$ cat config.mk
export PLATFORM = sky130hd
export DESIGN_NAME = epm_pin_mux
export DESIGN_NICKNAME = d
export VERILOG_FILES = /design/src/shared/epm_pkg.sv /design/src/epm_pin_mux.sv
export VERILOG_INCLUDE_DIRS = /design/src /design/src/shared
export SDC_FILE = /design/constraint.sdc
export NUM_CORES = 1
export LEC_CHECK = 0
export ABC_AREA = 0
export BUFFER_PORTS_ARGS = -buffer_cell sky130_fd_sc_hd__buf_2
export CORE_MARGIN = 5
export CORE_UTILIZATION = 30
export CTS_BUF_LIST = sky130_fd_sc_hd__clkbuf_8
export DETAILED_ROUTE_END_ITERATION = 7
export GPL_ROUTABILITY_DRIVEN = 0
export GPL_TIMING_DRIVEN = 0
export SLEW_MARGIN = 20
export SYNTH_ARGS = -nofsm -noshare
export SYNTH_HDL_FRONTEND = slang
export SYNTH_SLANG_ARGS = --single-unit
export TNS_END_PERCENT = 1
$ cat constraint.sdc
create_clock -name clk -period 3 [get_ports clk]
set_input_delay 0.45 -clock clk [delete_from_list [all_inputs] [get_ports clk]]
set_output_delay 0.45 -clock clk [all_outputs]
set_load 0.05 [all_outputs]
$ cat src/shared/epm_params.svh
/*
  constants for the shared-pin multiplexer: role codes, gpio modes, led timing.
  assumes a 100 MHz core clock.
*/
`ifndef EPM_PARAMS_SVH
`define EPM_PARAMS_SVH

`define EPM_CLK_HZ          100000000
`define EPM_LED_PULSE_MS    80
`define EPM_LED_PULSE_CYC   ((`EPM_CLK_HZ / 1000) * `EPM_LED_PULSE_MS)
`define EPM_ROLE_EEPROM     2'h0
`define EPM_ROLE_GPO        2'h1
`define EPM_ROLE_MON_CTRL   2'h2
`define EPM_ROLE_MON_CLK    2'h3
`define EPM_GPIO_INPUT      2'h0
`define EPM_GPIO_PUSHPULL   2'h1
`define EPM_GPIO_OPENDRAIN  2'h2
`define EPM_NUM_GPIO        3

`endif

$ cat src/shared/epm_pkg.sv
/*
  types for the shared-pin multiplexer.
  assumes epm_params.svh for the numeric codes.
*/
package epm_pkg;

  typedef enum logic [1:0] {
    EPM_ROLE_EEPROM   = 2'h0,
    EPM_ROLE_GPO      = 2'h1,
    EPM_ROLE_MON_CTRL = 2'h2,
    EPM_ROLE_MON_CLK  = 2'h3
  } epm_role_t;

  typedef enum logic [1:0] {
    EPM_GPIO_INPUT     = 2'h0,
    EPM_GPIO_PUSHPULL  = 2'h1,
    EPM_GPIO_OPENDRAIN = 2'h2
  } epm_gpio_mode_t;

  typedef struct packed {
    logic speed_10;
    logic link_up;
    logic activity;
    logic full_duplex;
  } epm_phy_status_t;

  typedef struct packed {
    logic o;
    logic oe;
  } epm_pin_drive_t;

  typedef enum logic [1:0] {
    EPM_ACT_IDLE  = 2'h0,
    EPM_ACT_OFF   = 2'h1,
    EPM_ACT_ON    = 2'h2
  } epm_act_state_t;

endpackage : epm_pkg

$ cat src/epm_pin_mux.sv
/*
  shared-pin multiplexer: eeprom pins, general outputs, mii monitors,
  three gpio/led pins, crossover strap and power-up strap capture.
  assumes the surrounding controller provides the eeprom engine signals,
  the internal mii signals and the phy status on clk.
*/
// Contract
// - eeprom data pin drives and samples bidirectionally for the external eeprom.
// - chip select held inactive whenever an eeprom pin takes an alternate role.
// - data pin may be general output, tx enable monitor or tx clock monitor.
// - clock pin may be general output, rx valid monitor or rx clock monitor.
// - clock pin level captured at power-up; its input buffer enabled only then.
// - each gpio is input, push-pull or open-drain per configuration.
// - speed led low at 100M, negotiating or no cable; high only at 10M.
// - link/activity led low while a valid link is present.
// - on activity pulse high 80 ms, then low at least 80 ms, repeating.
// - duplex led low in full duplex, released otherwise; the code also releases it whenever link_up is low.
// - crossover enabled when strap high or open, disabled when pulled low.
// - gpio inputs raise interrupts with per-pin selectable polarity.
// - the two general-output-only pins never raise interrupts.
`include "epm_params.svh"
module epm_pin_mux #(
  parameter int unsigned LED_PULSE_CYC = `EPM_LED_PULSE_CYC
) (
  // clock and reset
  input  wire logic                   clk,
  input  wire logic                   rst,
  // eeprom engine side
  input  wire logic                   ee_select,
  input  wire logic                   ee_clock,
  input  wire logic                   ee_data_out,
  input  wire logic                   ee_data_oe,
  output logic                        ee_data_in,
  // role selection and general outputs
  input  wire epm_pkg::epm_role_t     data_pin_role,
  input  wire epm_pkg::epm_role_t     clock_pin_role,
  input  wire logic                   general_out_a,
  input  wire logic                   general_out_b,
  // internal mii signals to monitor
  input  wire logic                   mii_tx_en,
  input  wire logic                   mii_tx_clk,
  input  wire logic                   mii_rx_dv,
  input  wire logic                   mii_rx_clk,
  // eeprom pins
  output logic                        eeprom_select_pin,
  output logic                        eeprom_data_pin_o,
  output logic                        eeprom_data_pin_oe,
  input  wire logic                   eeprom_data_pin_i,
  output logic                        eeprom_clock_pin_o,
  output logic                        eeprom_clock_pin_oe,
  output logic                        eeprom_clock_pin_ie,
  input  wire logic                   eeprom_clock_pin_i,
  output logic                        clock_strap_level,
  // gpio configuration
  input  wire logic [2:0]             gpio_led_sel,
  input  wire epm_pkg::epm_gpio_mode_t gpio_mode [3],
  input  wire logic [2:0]             gpio_out,
  input  wire logic [2:0]             gpio_irq_pol,
  output logic [2:0]                  gpio_in,
  output logic [2:0]                  gpio_irq_event,
  // phy status
  input  wire epm_pkg::epm_phy_status_t phy_status,
  // gpio/led pins
  output logic [2:0]                  gen_io_o,
  output logic [2:0]                  gen_io_oe,
  input  wire logic [2:0]             gen_io_i,
  // crossover strap
  input  wire logic                   crossover_strap,
  output logic                        crossover_enable
);

  if (LED_PULSE_CYC < 2) begin : g_bad_pulse
    $error("LED_PULSE_CYC too small");
  end

  // pin synchronisers: three stages, change counts when stages 2 and 3 agree
  logic [2:0] gio_s1_r, gio_s2_r, gio_s3_r, gio_q_r, gio_q_nxt;
  logic [2:0] xs_r, xs_nxt;
  logic [2:0] eds_r, eds_nxt;
  logic [2:0] gio_s1_nxt, gio_s2_nxt, gio_s3_nxt;
  logic       xo_r, xo_nxt;

  always_comb begin
    gio_s1_nxt = gen_io_i;
    gio_s2_nxt = gio_s1_r;
    gio_s3_nxt = gio_s2_r;
    gio_q_nxt  = gio_q_r;
    for (int i = 0; i < 3; i++) begin
      if (gio_s2_r[i] == gio_s3_r[i]) gio_q_nxt[i] = gio_s3_r[i];
    end
    xs_nxt  = {xs_r[1:0], crossover_strap};
    xo_nxt  = (xs_r[1] == xs_r[2]) ? xs_r[2] : xo_r;
    eds_nxt = {eds_r[1:0], eeprom_data_pin_i};
  end

  always_ff @(posedge clk or posedge rst) begin
    if (rst) begin
      gio_s1_r <= 3'h0;
      gio_s2_r <= 3'h0;
      gio_s3_r <= 3'h0;
      gio_q_r  <= 3'h0;
      xs_r     <= 3'h7;
      xo_r     <= 1'h1;
      eds_r    <= 3'h0;
    end else begin
      gio_s1_r <= gio_s1_nxt;
      gio_s2_r <= gio_s2_nxt;
      gio_s3_r <= gio_s3_nxt;
      gio_q_r  <= gio_q_nxt;
      xs_r     <= xs_nxt;
      xo_r     <= xo_nxt;
      eds_r    <= eds_nxt;
    end
  end

  // power-up strap capture on the eeprom clock pin
  logic       strap_win_r, strap_win_nxt;
  logic [2:0] cks_r, cks_nxt;
  logic       strap_r, strap_nxt;
  logic [1:0] strap_cnt_r, strap_cnt_nxt;

  always_comb begin
    cks_nxt       = {cks_r[1:0], eeprom_clock_pin_i};
    strap_nxt     = strap_r;
    strap_win_nxt = strap_win_r;
    strap_cnt_nxt = strap_cnt_r;
    if (strap_win_r) begin
      // window spans the synchroniser depth after reset release
      if (cks_r[1] == cks_r[2]) strap_nxt = cks_r[2];
      strap_cnt_nxt = strap_cnt_r + 2'h1;
      if (strap_cnt_r == 2'h3) strap_win_nxt = 1'b0;
    end
  end

  always_ff @(posedge clk or posedge rst) begin
    if (rst) begin
      cks_r       <= 3'h7;
      strap_r     <= 1'h1;
      strap_win_r <= 1'h1;
      strap_cnt_r <= 2'h0;
    end else begin
      cks_r       <= cks_nxt;
      strap_r     <= strap_nxt;
      strap_win_r <= strap_win_nxt;
      strap_cnt_r <= strap_cnt_nxt;
    end
  end

  // activity blinker
  epm_pkg::epm_act_state_t act_st_r, act_st_nxt;
  logic [31:0]             act_cnt_r, act_cnt_nxt;
  logic                    act_dark;

  always_comb begin
    act_st_nxt  = act_st_r;
    act_cnt_nxt = act_cnt_r;
    unique case (act_st_r)
      epm_pkg::EPM_ACT_IDLE: begin
        if (phy_status.activity) begin
          act_st_nxt  = epm_pkg::EPM_ACT_OFF;
          act_cnt_nxt = 32'h0;
        end
      end
      epm_pkg::EPM_ACT_OFF: begin
        act_cnt_nxt = act_cnt_r + 32'h1;
        if (act_cnt_r == LED_PULSE_CYC - 1) begin
          act_st_nxt  = epm_pkg::EPM_ACT_ON;
          act_cnt_nxt = 32'h0;
        end
      end
      epm_pkg::EPM_ACT_ON: begin
        act_cnt_nxt = act_cnt_r + 32'h1;
        if (act_cnt_r == LED_PULSE_CYC - 1) begin
          act_st_nxt  = epm_pkg::EPM_ACT_IDLE;
          act_cnt_nxt = 32'h0;
        end
      end
      default: begin
        act_st_nxt  = epm_pkg::EPM_ACT_IDLE;
        act_cnt_nxt = 32'h0;
      end
    endcase
    act_dark = (act_st_r == epm_pkg::EPM_ACT_OFF);
  end

  always_ff @(posedge clk or posedge rst) begin
    if (rst) begin
      act_st_r  <= epm_pkg::EPM_ACT_IDLE;
      act_cnt_r <= 32'h0;
    end else begin
      act_st_r  <= act_st_nxt;
      act_cnt_r <= act_cnt_nxt;
    end
  end

  // pin drive
  epm_pkg::epm_pin_drive_t dp_nxt, cp_nxt;
  logic                    sel_nxt, ein_nxt, arm_nxt;
  logic [2:0]              led_low, gio_o_nxt, gio_oe_nxt, irq_nxt;
  logic [2:0]              irq_lvl_r, irq_lvl_nxt;
  epm_pkg::epm_pin_drive_t dp_r, cp_r;
  logic                    sel_r, ein_r, arm_r;
  logic [2:0]              gio_o_r, gio_oe_r, irq_r;

  always_comb begin
    // select follows only when both pins are eeprom role, registered with them
    sel_nxt = (data_pin_role == epm_pkg::EPM_ROLE_EEPROM) &&
              (clock_pin_role == epm_pkg::EPM_ROLE_EEPROM) && ee_select;
    unique case (data_pin_role)
      epm_pkg::EPM_ROLE_EEPROM:   dp_nxt = '{o: ee_data_out, oe: ee_data_oe};
      epm_pkg::EPM_ROLE_GPO:      dp_nxt = '{o: general_out_a, oe: 1'b1};
      epm_pkg::EPM_ROLE_MON_CTRL: dp_nxt = '{o: mii_tx_en, oe: 1'b1};
      epm_pkg::EPM_ROLE_MON_CLK:  dp_nxt = '{o: mii_tx_clk, oe: 1'b1};
    endcase
    unique case (clock_pin_role)
      epm_pkg::EPM_ROLE_EEPROM:   cp_nxt = '{o: ee_clock, oe: 1'b1};
      epm_pkg::EPM_ROLE_GPO:      cp_nxt = '{o: general_out_b, oe: 1'b1};
      epm_pkg::EPM_ROLE_MON_CTRL: cp_nxt = '{o: mii_rx_dv, oe: 1'b1};
      epm_pkg::EPM_ROLE_MON_CLK:  cp_nxt = '{o: mii_rx_clk, oe: 1'b1};
    endcase
    // alternate output waits one cycle so select is already low when it drives
    if (sel_r && (data_pin_role != epm_pkg::EPM_ROLE_EEPROM)) dp_nxt.oe = 1'b0;
    if (sel_r && (clock_pin_role != epm_pkg::EPM_ROLE_EEPROM)) cp_nxt.oe = 1'b0;
    if (strap_win_r) cp_nxt.oe = 1'b0;

    led_low[0] = !phy_status.speed_10 || !phy_status.link_up;
    led_low[1] = phy_status.link_up && !act_dark;
    led_low[2] = phy_status.link_up && phy_status.full_duplex;
    for (int i = 0; i < 3; i++) begin
      if (gpio_led_sel[i]) begin
        gio_o_nxt[i]  = 1'b0;
        gio_oe_nxt[i] = (i == 0) ? 1'b1 : led_low[i];
        if (i == 0) gio_o_nxt[i] = !led_low[0];
      end else begin
        unique case (gpio_mode[i])
          epm_pkg::EPM_GPIO_PUSHPULL: begin
            gio_o_nxt[i]  = gpio_out[i];
            gio_oe_nxt[i] = 1'b1;
          end
          epm_pkg::EPM_GPIO_OPENDRAIN: begin
            gio_o_nxt[i]  = 1'b0;
            gio_oe_nxt[i] = !gpio_out[i];
          end
          default: begin
            gio_o_nxt[i]  = 1'b0;
            gio_oe_nxt[i] = 1'b0;
          end
        endcase
      end
      // interrupt on entering the active level; general outputs have none
      irq_nxt[i] = arm_r && !gpio_led_sel[i] && (gpio_mode[i] == epm_pkg::EPM_GPIO_INPUT) &&
                   ((gio_q_r[i] ^ !gpio_irq_pol[i]) && !irq_lvl_r[i]);
    end
    // synchroniser still shows its reset value inside the strap window: no false event
    arm_nxt     = !strap_win_r;
    irq_lvl_nxt = gio_q_r ^ ~gpio_irq_pol;
    ein_nxt     = (eds_r[1] == eds_r[2]) ? eds_r[2] : ein_r;
  end

  always_ff @(posedge clk or posedge rst) begin
    if (rst) begin
      sel_r     <= 1'b0;
      dp_r      <= '0;
      cp_r      <= '0;
      ein_r     <= 1'b0;
      gio_o_r   <= 3'h0;
      gio_oe_r  <= 3'h0;
      irq_r     <= 3'h0;
      irq_lvl_r <= 3'h0;
      arm_r     <= 1'b0;
    end else begin
      sel_r     <= sel_nxt;
      dp_r      <= dp_nxt;
      cp_r      <= cp_nxt;
      ein_r     <= ein_nxt;
      gio_o_r   <= gio_o_nxt;
      gio_oe_r  <= gio_oe_nxt;
      irq_r     <= irq_nxt;
      irq_lvl_r <= irq_lvl_nxt;
      arm_r     <= arm_nxt;
    end
  end

  assign eeprom_select_pin   = sel_r;
  assign eeprom_data_pin_o   = dp_r.o;
  assign eeprom_data_pin_oe  = dp_r.oe;
  assign eeprom_clock_pin_o  = cp_r.o;
  assign eeprom_clock_pin_oe = cp_r.oe;
  assign eeprom_clock_pin_ie = strap_win_r;
  assign clock_strap_level   = strap_r;
  assign ee_data_in          = ein_r;
  assign gen_io_o            = gio_o_r;
  assign gen_io_oe           = gio_oe_r;
  assign gpio_in             = gio_q_r;
  assign gpio_irq_event      = irq_r;
  assign crossover_enable    = xo_r;

endmodule : epm_pin_mux
==> metrics.md, run 1 <==
| Metric | Value |
|---|---|
| Die boundary width | `118.4 µm` |
| H-tree levels | `3` |
| Post-Syn Nets | `367` |
| Placed cell areas | `4036 µm²` |
| Minimum clock period | `2.339 ns` |
| Number of flops mapped to enable cells by yosys | `0` |
| Reg clk slew, reported paths | `0.08 ns` |
| Mapped Cells | `311` |
| Multi-input logic area | `1419 µm²` |
| Sequential Area | `1988 µm²` |
| Critical path class | `register to register` |
| Fin crit share | `77.98%` |
| Slew @ Worst Pin | `0.5334 ns` |
| Final Max Slew Viols | `0` |
| Final Non-Filler Cells | `532` |
| Startpoint class of the critical path | `register` |
| Crit path required time | `3.28 ns` |
| # hold bufs at CTS | `0` |
| Synth async-reset ratio | `100.0%` |
| Die ar. | `14010 µm²` |
| Area leader, netlist | `dfrtp_1` |
| Inst Count DP | `516` |
| Setup repair bufs after CTS | `0` |
| Core Area | `11470 µm²` |
| Vias in the first global route | `2543` |
| PortBufs | `61` |
| Share of layout cells above drive strength 1 | `26.48%` |
| Arr. time, crit path | `2.62 ns` |
| First-pass DRT Iterations | `4` |
| Design area | `4238 µm²` |
| Clock Skew | `0.01662 ns` |
| Die span in y | `118.4 µm` |
| Register area share after synthesis | `56.45%` |
| ANT nets after route | `0` |
| Dpl hpwl | `5159 µm` |
| Synthesized cell area | `3522 µm²` |
| # fillers | `1164` |
| Ranking of synthesized cells by area | `dfrtp_1, dfstp_2, xor2_1` |
| CP max FO | `9` |
| Maxcap violations | `0` |
| CTS tree | `done` |
| Yosys warning total | `0` |
| Vias/cell | `4.626` |
| Unrepaired setup endpoints after global routing | `false` |
| First-pass GRT wire length | `12280 µm` |
| CP max stage delay | `0.43 ns` |
| Synth Register Bits | `79` |
| Max IR drop VDD | `0.3643 mV` |
| Synth Area per Inst | `11.33 µm²` |
| Starting Density | `30.71%` |
| Drt wl/cell | `13.02 µm` |
| Gates resized, CTS repair | `0` |
| Leak | `1.947 nW` |
| Max Buffers Root-to-Sink | `2` |
| Commonest non-fill, non-tap cell in the layout | `dfrtp_1` |
| Ant. Diodes | `0` |
| TritonCTS Buffers | `9` |
| Slew margin rel. | `64.44%` |
| GRT Overall Usage | `10.60%` |
| I/O pin cnt | `62` |
| Top_reg_cell synth | `dfrtp_1` |
| Fmax achieved | `427.5 MHz` |
| CP bufs+invs | `2` |
| Overflow after GRT | `0` |
| Iter 0 DRT Violations | `125` |
| Area grow syn2layout | `20.32%` |
| Worst-skew pair later-pin latency | `0.36 ns` |
| Root Driver | `clkbuf_8` |
| Pwr per Cell Area | `569.9 nW/µm²` |
| Library cells used by synthesis | `42` |
| Residual DRC | `0` |
| Status | `finished, final reports clean` |
| Final WL | `6925 µm` |
| Via Count | `2461` |
| # nets final | `440` |
| Most frequent cells in the layout | `dfrtp_1, buf_2, nor2_1` |
| Count of final setup violators | `0` |
| Initial antenna violation count | `0` |
| Area fraction of the dominant cell type after synthesis | `49.73%` |
| Cell family with most CP delay | `simple AND/OR/NAND/NOR gates` |
| Worst setup EP type | `register` |
| Hold Path Class | `input port to asynchronous set/reset pin` |
| Rows | `39` |
| Crit-path cells | `inv_1 > ha_1 > nor2b_4 > clkbuf_8 > nor3_2 > nand3_1 > or3_1 > a21oi_1` |
| Largest net degree at the start of global routing | `57` |
| Clock sink count | `79` |
| Slowest CP cell | `or3_1` |
| Fin. Hold Viols | `0` |
## layer usage
layer  vias up  track usage, %  share of wire [%]
met5         -               0                  0
met4         0           4.086                1.8
met3        11           3.009                3.4
met2        34           16.03                 47
met1      1215           14.42                 47
li1       1201               -                  -
## final timing paths
path	from	end	slack, ns	depth (start not counted)
max in group asynchronous	rst	xs_r[2]	2.33	3
min in group clk	eeprom_clock_pin_i	cks_r[0]	0.19	1
worst max-delay path	act_st_r[0]	act_cnt_r[29]	0.66	8
worst min register to register	gio_s1_r[1]	gio_s2_r[1]	0.35	0
worst max register to register	act_st_r[0]	act_cnt_r[29]	0.66	8
worst min-delay path	rst	eeprom_data_pin_o	0.06	2
## flip-flops by register name (all words and copies together), names as in the netlist, 2 cells and up
register,cells
gen_io_oe,3
cks_r,3
gpio_in,3
gpio_irq_event,3
xs_r,3
irq_lvl_r,3
gio_s1_r,3
gio_s3_r,3
strap_cnt_r,2
gen_io_o,3
act_st_r,2
act_cnt_r,32
eds_r,3
gio_s2_r,3
## cell type report
class,count,share of cell area [%]
Buffer,7,1.476
Clock buffer,11,3.572
Clock inverter,5,1.181
Inverter,14,1.299
Multi-Input combinational cell,211,33.48
Sequential cell,79,46.91
Tap cell,143,4.222
Timing Repair Buffer,62,7.854
## metrics by stage
stage	util [%]	setup TNS, ns	total power [mW]	hold slack, ns	setup WS [ns]
4_1_cts	36.96	0	2.453	0.05059	0.6779
6_report	36.96	0	2.415	0.05902	0.6606
3_3_place_gp	34.94	-27.64	1.637	0.3339	-0.4008
5_1_grt	36.96	0	2.557	0.07378	0.5325
3_5_place_dp	35.20	0	1.654	0.3347	0.6958
2_1_floorplan	-	0	1.520	0.3312	0.5415
## cell usage after synthesis (2+ instances only)
cell type  number
dfrtp_1        70
o21ai_0        14
nand3b_1        2
buf_6           3
nor3b_1         2
nor2_2          2
and3_1          3
nor2b_1         4
inv_1          14
nor3_2          2
dfstp_2         9
xor2_1         23
nand2b_1        4
maj3_1          5
or4_1           2
nor4b_1         4
nor3_1          5
nor2_1         40
and2_1          4
clkbuf_1        2
ha_1           15
a21oi_1         6
nand3_1        12
xnor2_1         8
nand4_1        19
nand2_1        18
or3_1           3
mux4_2          2
## report_power, final
group / total [mW] / internal (mW) / leakage [nW] / switching [mW]
registers: 1.17 / 1.13 / 0.999 / 0.0370
clock network: 0.790 / 0.422 / 0.108 / 0.368
logic: 0.459 / 0.178 / 0.840 / 0.281
total: 2.42 / 1.73 / 1.95 / 0.686
## cells by family (layout without fill, tap and decap cells)
kind of cell / Yosys count / after routing / share of synthesized area (%)
fa+ha+maj: 20 / 20 / 6.750
mux: 4 / 4 / 1.918
flops: 79 / 79 / 56.45
xor+xnor: 31 / 31 / 7.709
buf+inv: 21 / 99 / 3.268
simple gates: 134 / 134 / 20.39
compound gates: 22 / 22 / 3.517
(Power assumes the default switching activity.)
==> run 2: changes to the inputs <==
Clock period 3 ns to 2.3 ns, I/O delays scaled along.
==> metrics.md, run 2 (synthesis results as in run 1) <==
| Metric | Value |
|---|---|
| Slowest CP cell | `or3_1 (unchanged)` |
| TNS Setup | `0 ns (unchanged)` |
| CP max stage delay | `0.40 ns (was 0.43 ns)` |
| Crit-path cells | `inv_1 > ha_1 > nor2b_4 > clkbuf_8 > nor3_4 > nand3_2 > or3_1 > a21oi_1 (was inv_1 > ha_1 > nor2b_4 > clkbuf_8 > nor3_2 > nand3_1 > or3_1 > a21oi_1)` |
| Count of final setup violators | `0 (unchanged)` |
| Die span in y | `118.4 µm (unchanged)` |
| Critical path class | `register to register (unchanged)` |
| Iter 0 DRT Violations | `133 (was 125)` |
| Unrepaired setup endpoints after global routing | `false (unchanged)` |
| First-pass GRT wire length | `12410 µm (was 12280 µm)` |
| Clock Skew | `0.01408 ns (was 0.01662 ns)` |
| Slew @ Worst Pin | `0.5295 ns (was 0.5334 ns)` |
| Startpoint class of the critical path | `register (unchanged)` |
| Fin crit share | `91.81% (was 77.98%)` |
| CTS tree | `done (unchanged)` |
| ANT nets after route | `0 (unchanged)` |
| CP max FO | `9 (unchanged)` |
| Max IR drop VDD | `0.7305 mV (was 0.3643 mV)` |
| Most frequent cells in the layout | `dfrtp_1, buf_2, nor2_1 (unchanged)` |
| Status | `finished, final reports clean (unchanged)` |
| Share of layout cells above drive strength 1 | `27.11% (was 26.48%)` |
| Clock sink count | `79 (unchanged)` |
| I/O pin cnt | `62 (unchanged)` |
| Overflow after GRT | `0 (unchanged)` |
| Vias/cell | `4.625 (was 4.626)` |
| TritonCTS Buffers | `9 (unchanged)` |
| Hold Path Class | `input port to register (was input port to asynchronous set/reset pin)` |
| Placed cell areas | `4050 µm² (was 4036 µm²)` |
| Max Buffers Root-to-Sink | `2 (unchanged)` |
| Die boundary width | `118.4 µm (unchanged)` |
| Max reg flops | `32 (unchanged)` |
| # nets final | `442 (was 440)` |
| Minimum clock period | `2.112 ns (was 2.339 ns)` |
| Pwr per Cell Area | `739.5 nW/µm² (was 569.9 nW/µm²)` |
| Core Area | `11470 µm² (unchanged)` |
| Worst-skew pair later-pin latency | `0.37 ns (was 0.36 ns)` |
| Initial antenna violation count | `0 (unchanged)` |
| Worst setup EP type | `register (unchanged)` |
| # fillers | `1144 (was 1164)` |
| Area grow syn2layout | `21.17% (was 20.32%)` |
| Residual DRC | `0 (unchanged)` |
| Via Count | `2470 (was 2461)` |
| H-tree levels | `3 (unchanged)` |
| Fin. Hold Viols | `0 (unchanged)` |
| CP bufs+invs | `2 (unchanged)` |
| Drt wl/cell | `13.05 µm (was 13.02 µm)` |
| Dpl hpwl | `5237 µm (was 5159 µm)` |
| Ant. Diodes | `0 (unchanged)` |
| Register name with the most flops | `act_cnt_r (unchanged)` |
| Fmax achieved | `473.6 MHz (was 427.5 MHz)` |
| Reg clk slew, reported paths | `0.09 ns (was 0.08 ns)` |
| Crit path required time | `2.59 ns (was 3.28 ns)` |
| Leak | `1.950 nW (was 1.947 nW)` |
| GRT Overall Usage | `10.67% (was 10.60%)` |
| PortBufs | `61 (unchanged)` |
| Design area | `4268 µm² (was 4238 µm²)` |
| Die ar. | `14010 µm² (unchanged)` |
| Largest net degree at the start of global routing | `34 (was 57)` |
| Root Driver | `clkbuf_8 (unchanged)` |
| Rows | `39 (unchanged)` |
| Cell family with most CP delay | `simple AND/OR/NAND/NOR gates (unchanged)` |
| Starting Density | `30.71% (unchanged)` |
| Final WL | `6968 µm (was 6925 µm)` |
| Arr. time, crit path | `2.40 ns (was 2.62 ns)` |
| Final Max Slew Viols | `0 (unchanged)` |
| First-pass DRT Iterations | `4 (unchanged)` |
| Maxcap violations | `0 (unchanged)` |
| Vias in the first global route | `2564 (was 2543)` |
| Commonest non-fill, non-tap cell in the layout | `dfrtp_1 (unchanged)` |
| Slew margin rel. | `64.70% (was 64.44%)` |
[run 2: cell type report]
type	count	area, µm²	area share [%]
Sequential cell	79	1988	46.58
Multi-Input combinational cell	211	1430	33.51
Buffer	7	62.56	1.466
Tap cell	143	178.9	4.192
Clock inverter	7	72.57	1.700
Inverter	14	56.30	1.319
Clock buffer	9	123.9	2.902
Timing Repair Buffer	64	355.3	8.326
[run 2: path summary, 6_finish.rpt]
| check | startpoint | to | slack (ns) | cells past startpoint |
|---|---|---|---|---|
| max reg2reg | act_st_r[0] | act_cnt_r[31] | 0.19 | 8 |
| min | eeprom_clock_pin_i | cks_r[0] | 0.07 | 1 |
| max | act_st_r[0] | act_cnt_r[31] | 0.19 | 8 |
| max in group asynchronous | rst | xs_r[0] | 1.19 | 4 |
| min in group asynchronous | rst | act_cnt_r[19] | 0.53 | 3 |
| min reg2reg | eds_r[0] | eds_r[1] | 0.35 | 0 |
[run 2: routing by layer]
metal / share of wire [%] / GRT usage, % / vias to the layer above
li1: - / - / 1211
met1: 46 / 13.78 / 1208
met2: 49 / 16.77 / 39
met3: 3.7 / 3.343 / 12
met4: 1.7 / 4.086 / 0
met5: 0 / 0 / -
[run 2: report_power, final]
part	switching, mW	leakage [nW]	internal [mW]
clock	0.526	0.101	0.502
sequential	0.0492	0.999	1.47
combinational	0.372	0.850	0.235
total	0.947	1.95	2.21
[run 2: metrics by stage]
stage / utilization, % / hold slack (ns) / instances / power (mW) / worst slack [ns]
floorplan: - / 0.3312 / 311 / 1.984 / 0.3877
global placement: 34.97 / 0.3336 / 515 / 2.136 / 0.06530
detailed placement: 35.32 / 0.3355 / 517 / 2.164 / 0.01047
CTS: 37.17 / 0.05738 / 534 / 3.214 / 0.09110
global route: 37.22 / 0.04734 / 534 / 3.352 / 0.03760
finish: 37.22 / 0.07310 / 534 / 3.156 / 0.1884
[run 2: worst reg2reg max path, cell delays in order (launching register included)]
cell and delay (ns):
dfrtp_1 0.38, inv_1 0.09, ha_1 0.22, nor2b_4 0.13, clkbuf_8 0.16, nor3_4 0.32
nand3_2 0.20, or3_1 0.40, a21oi_1 0.15
[run 2: what timing repair did]
item / CTS / global route
gates resized for setup: 1 / 1
setup endpoints to repair: 2 / 3
buffers inserted: 0 / 0
hold buffers: 1 / 0
hold endpoints to repair: 15 / 0
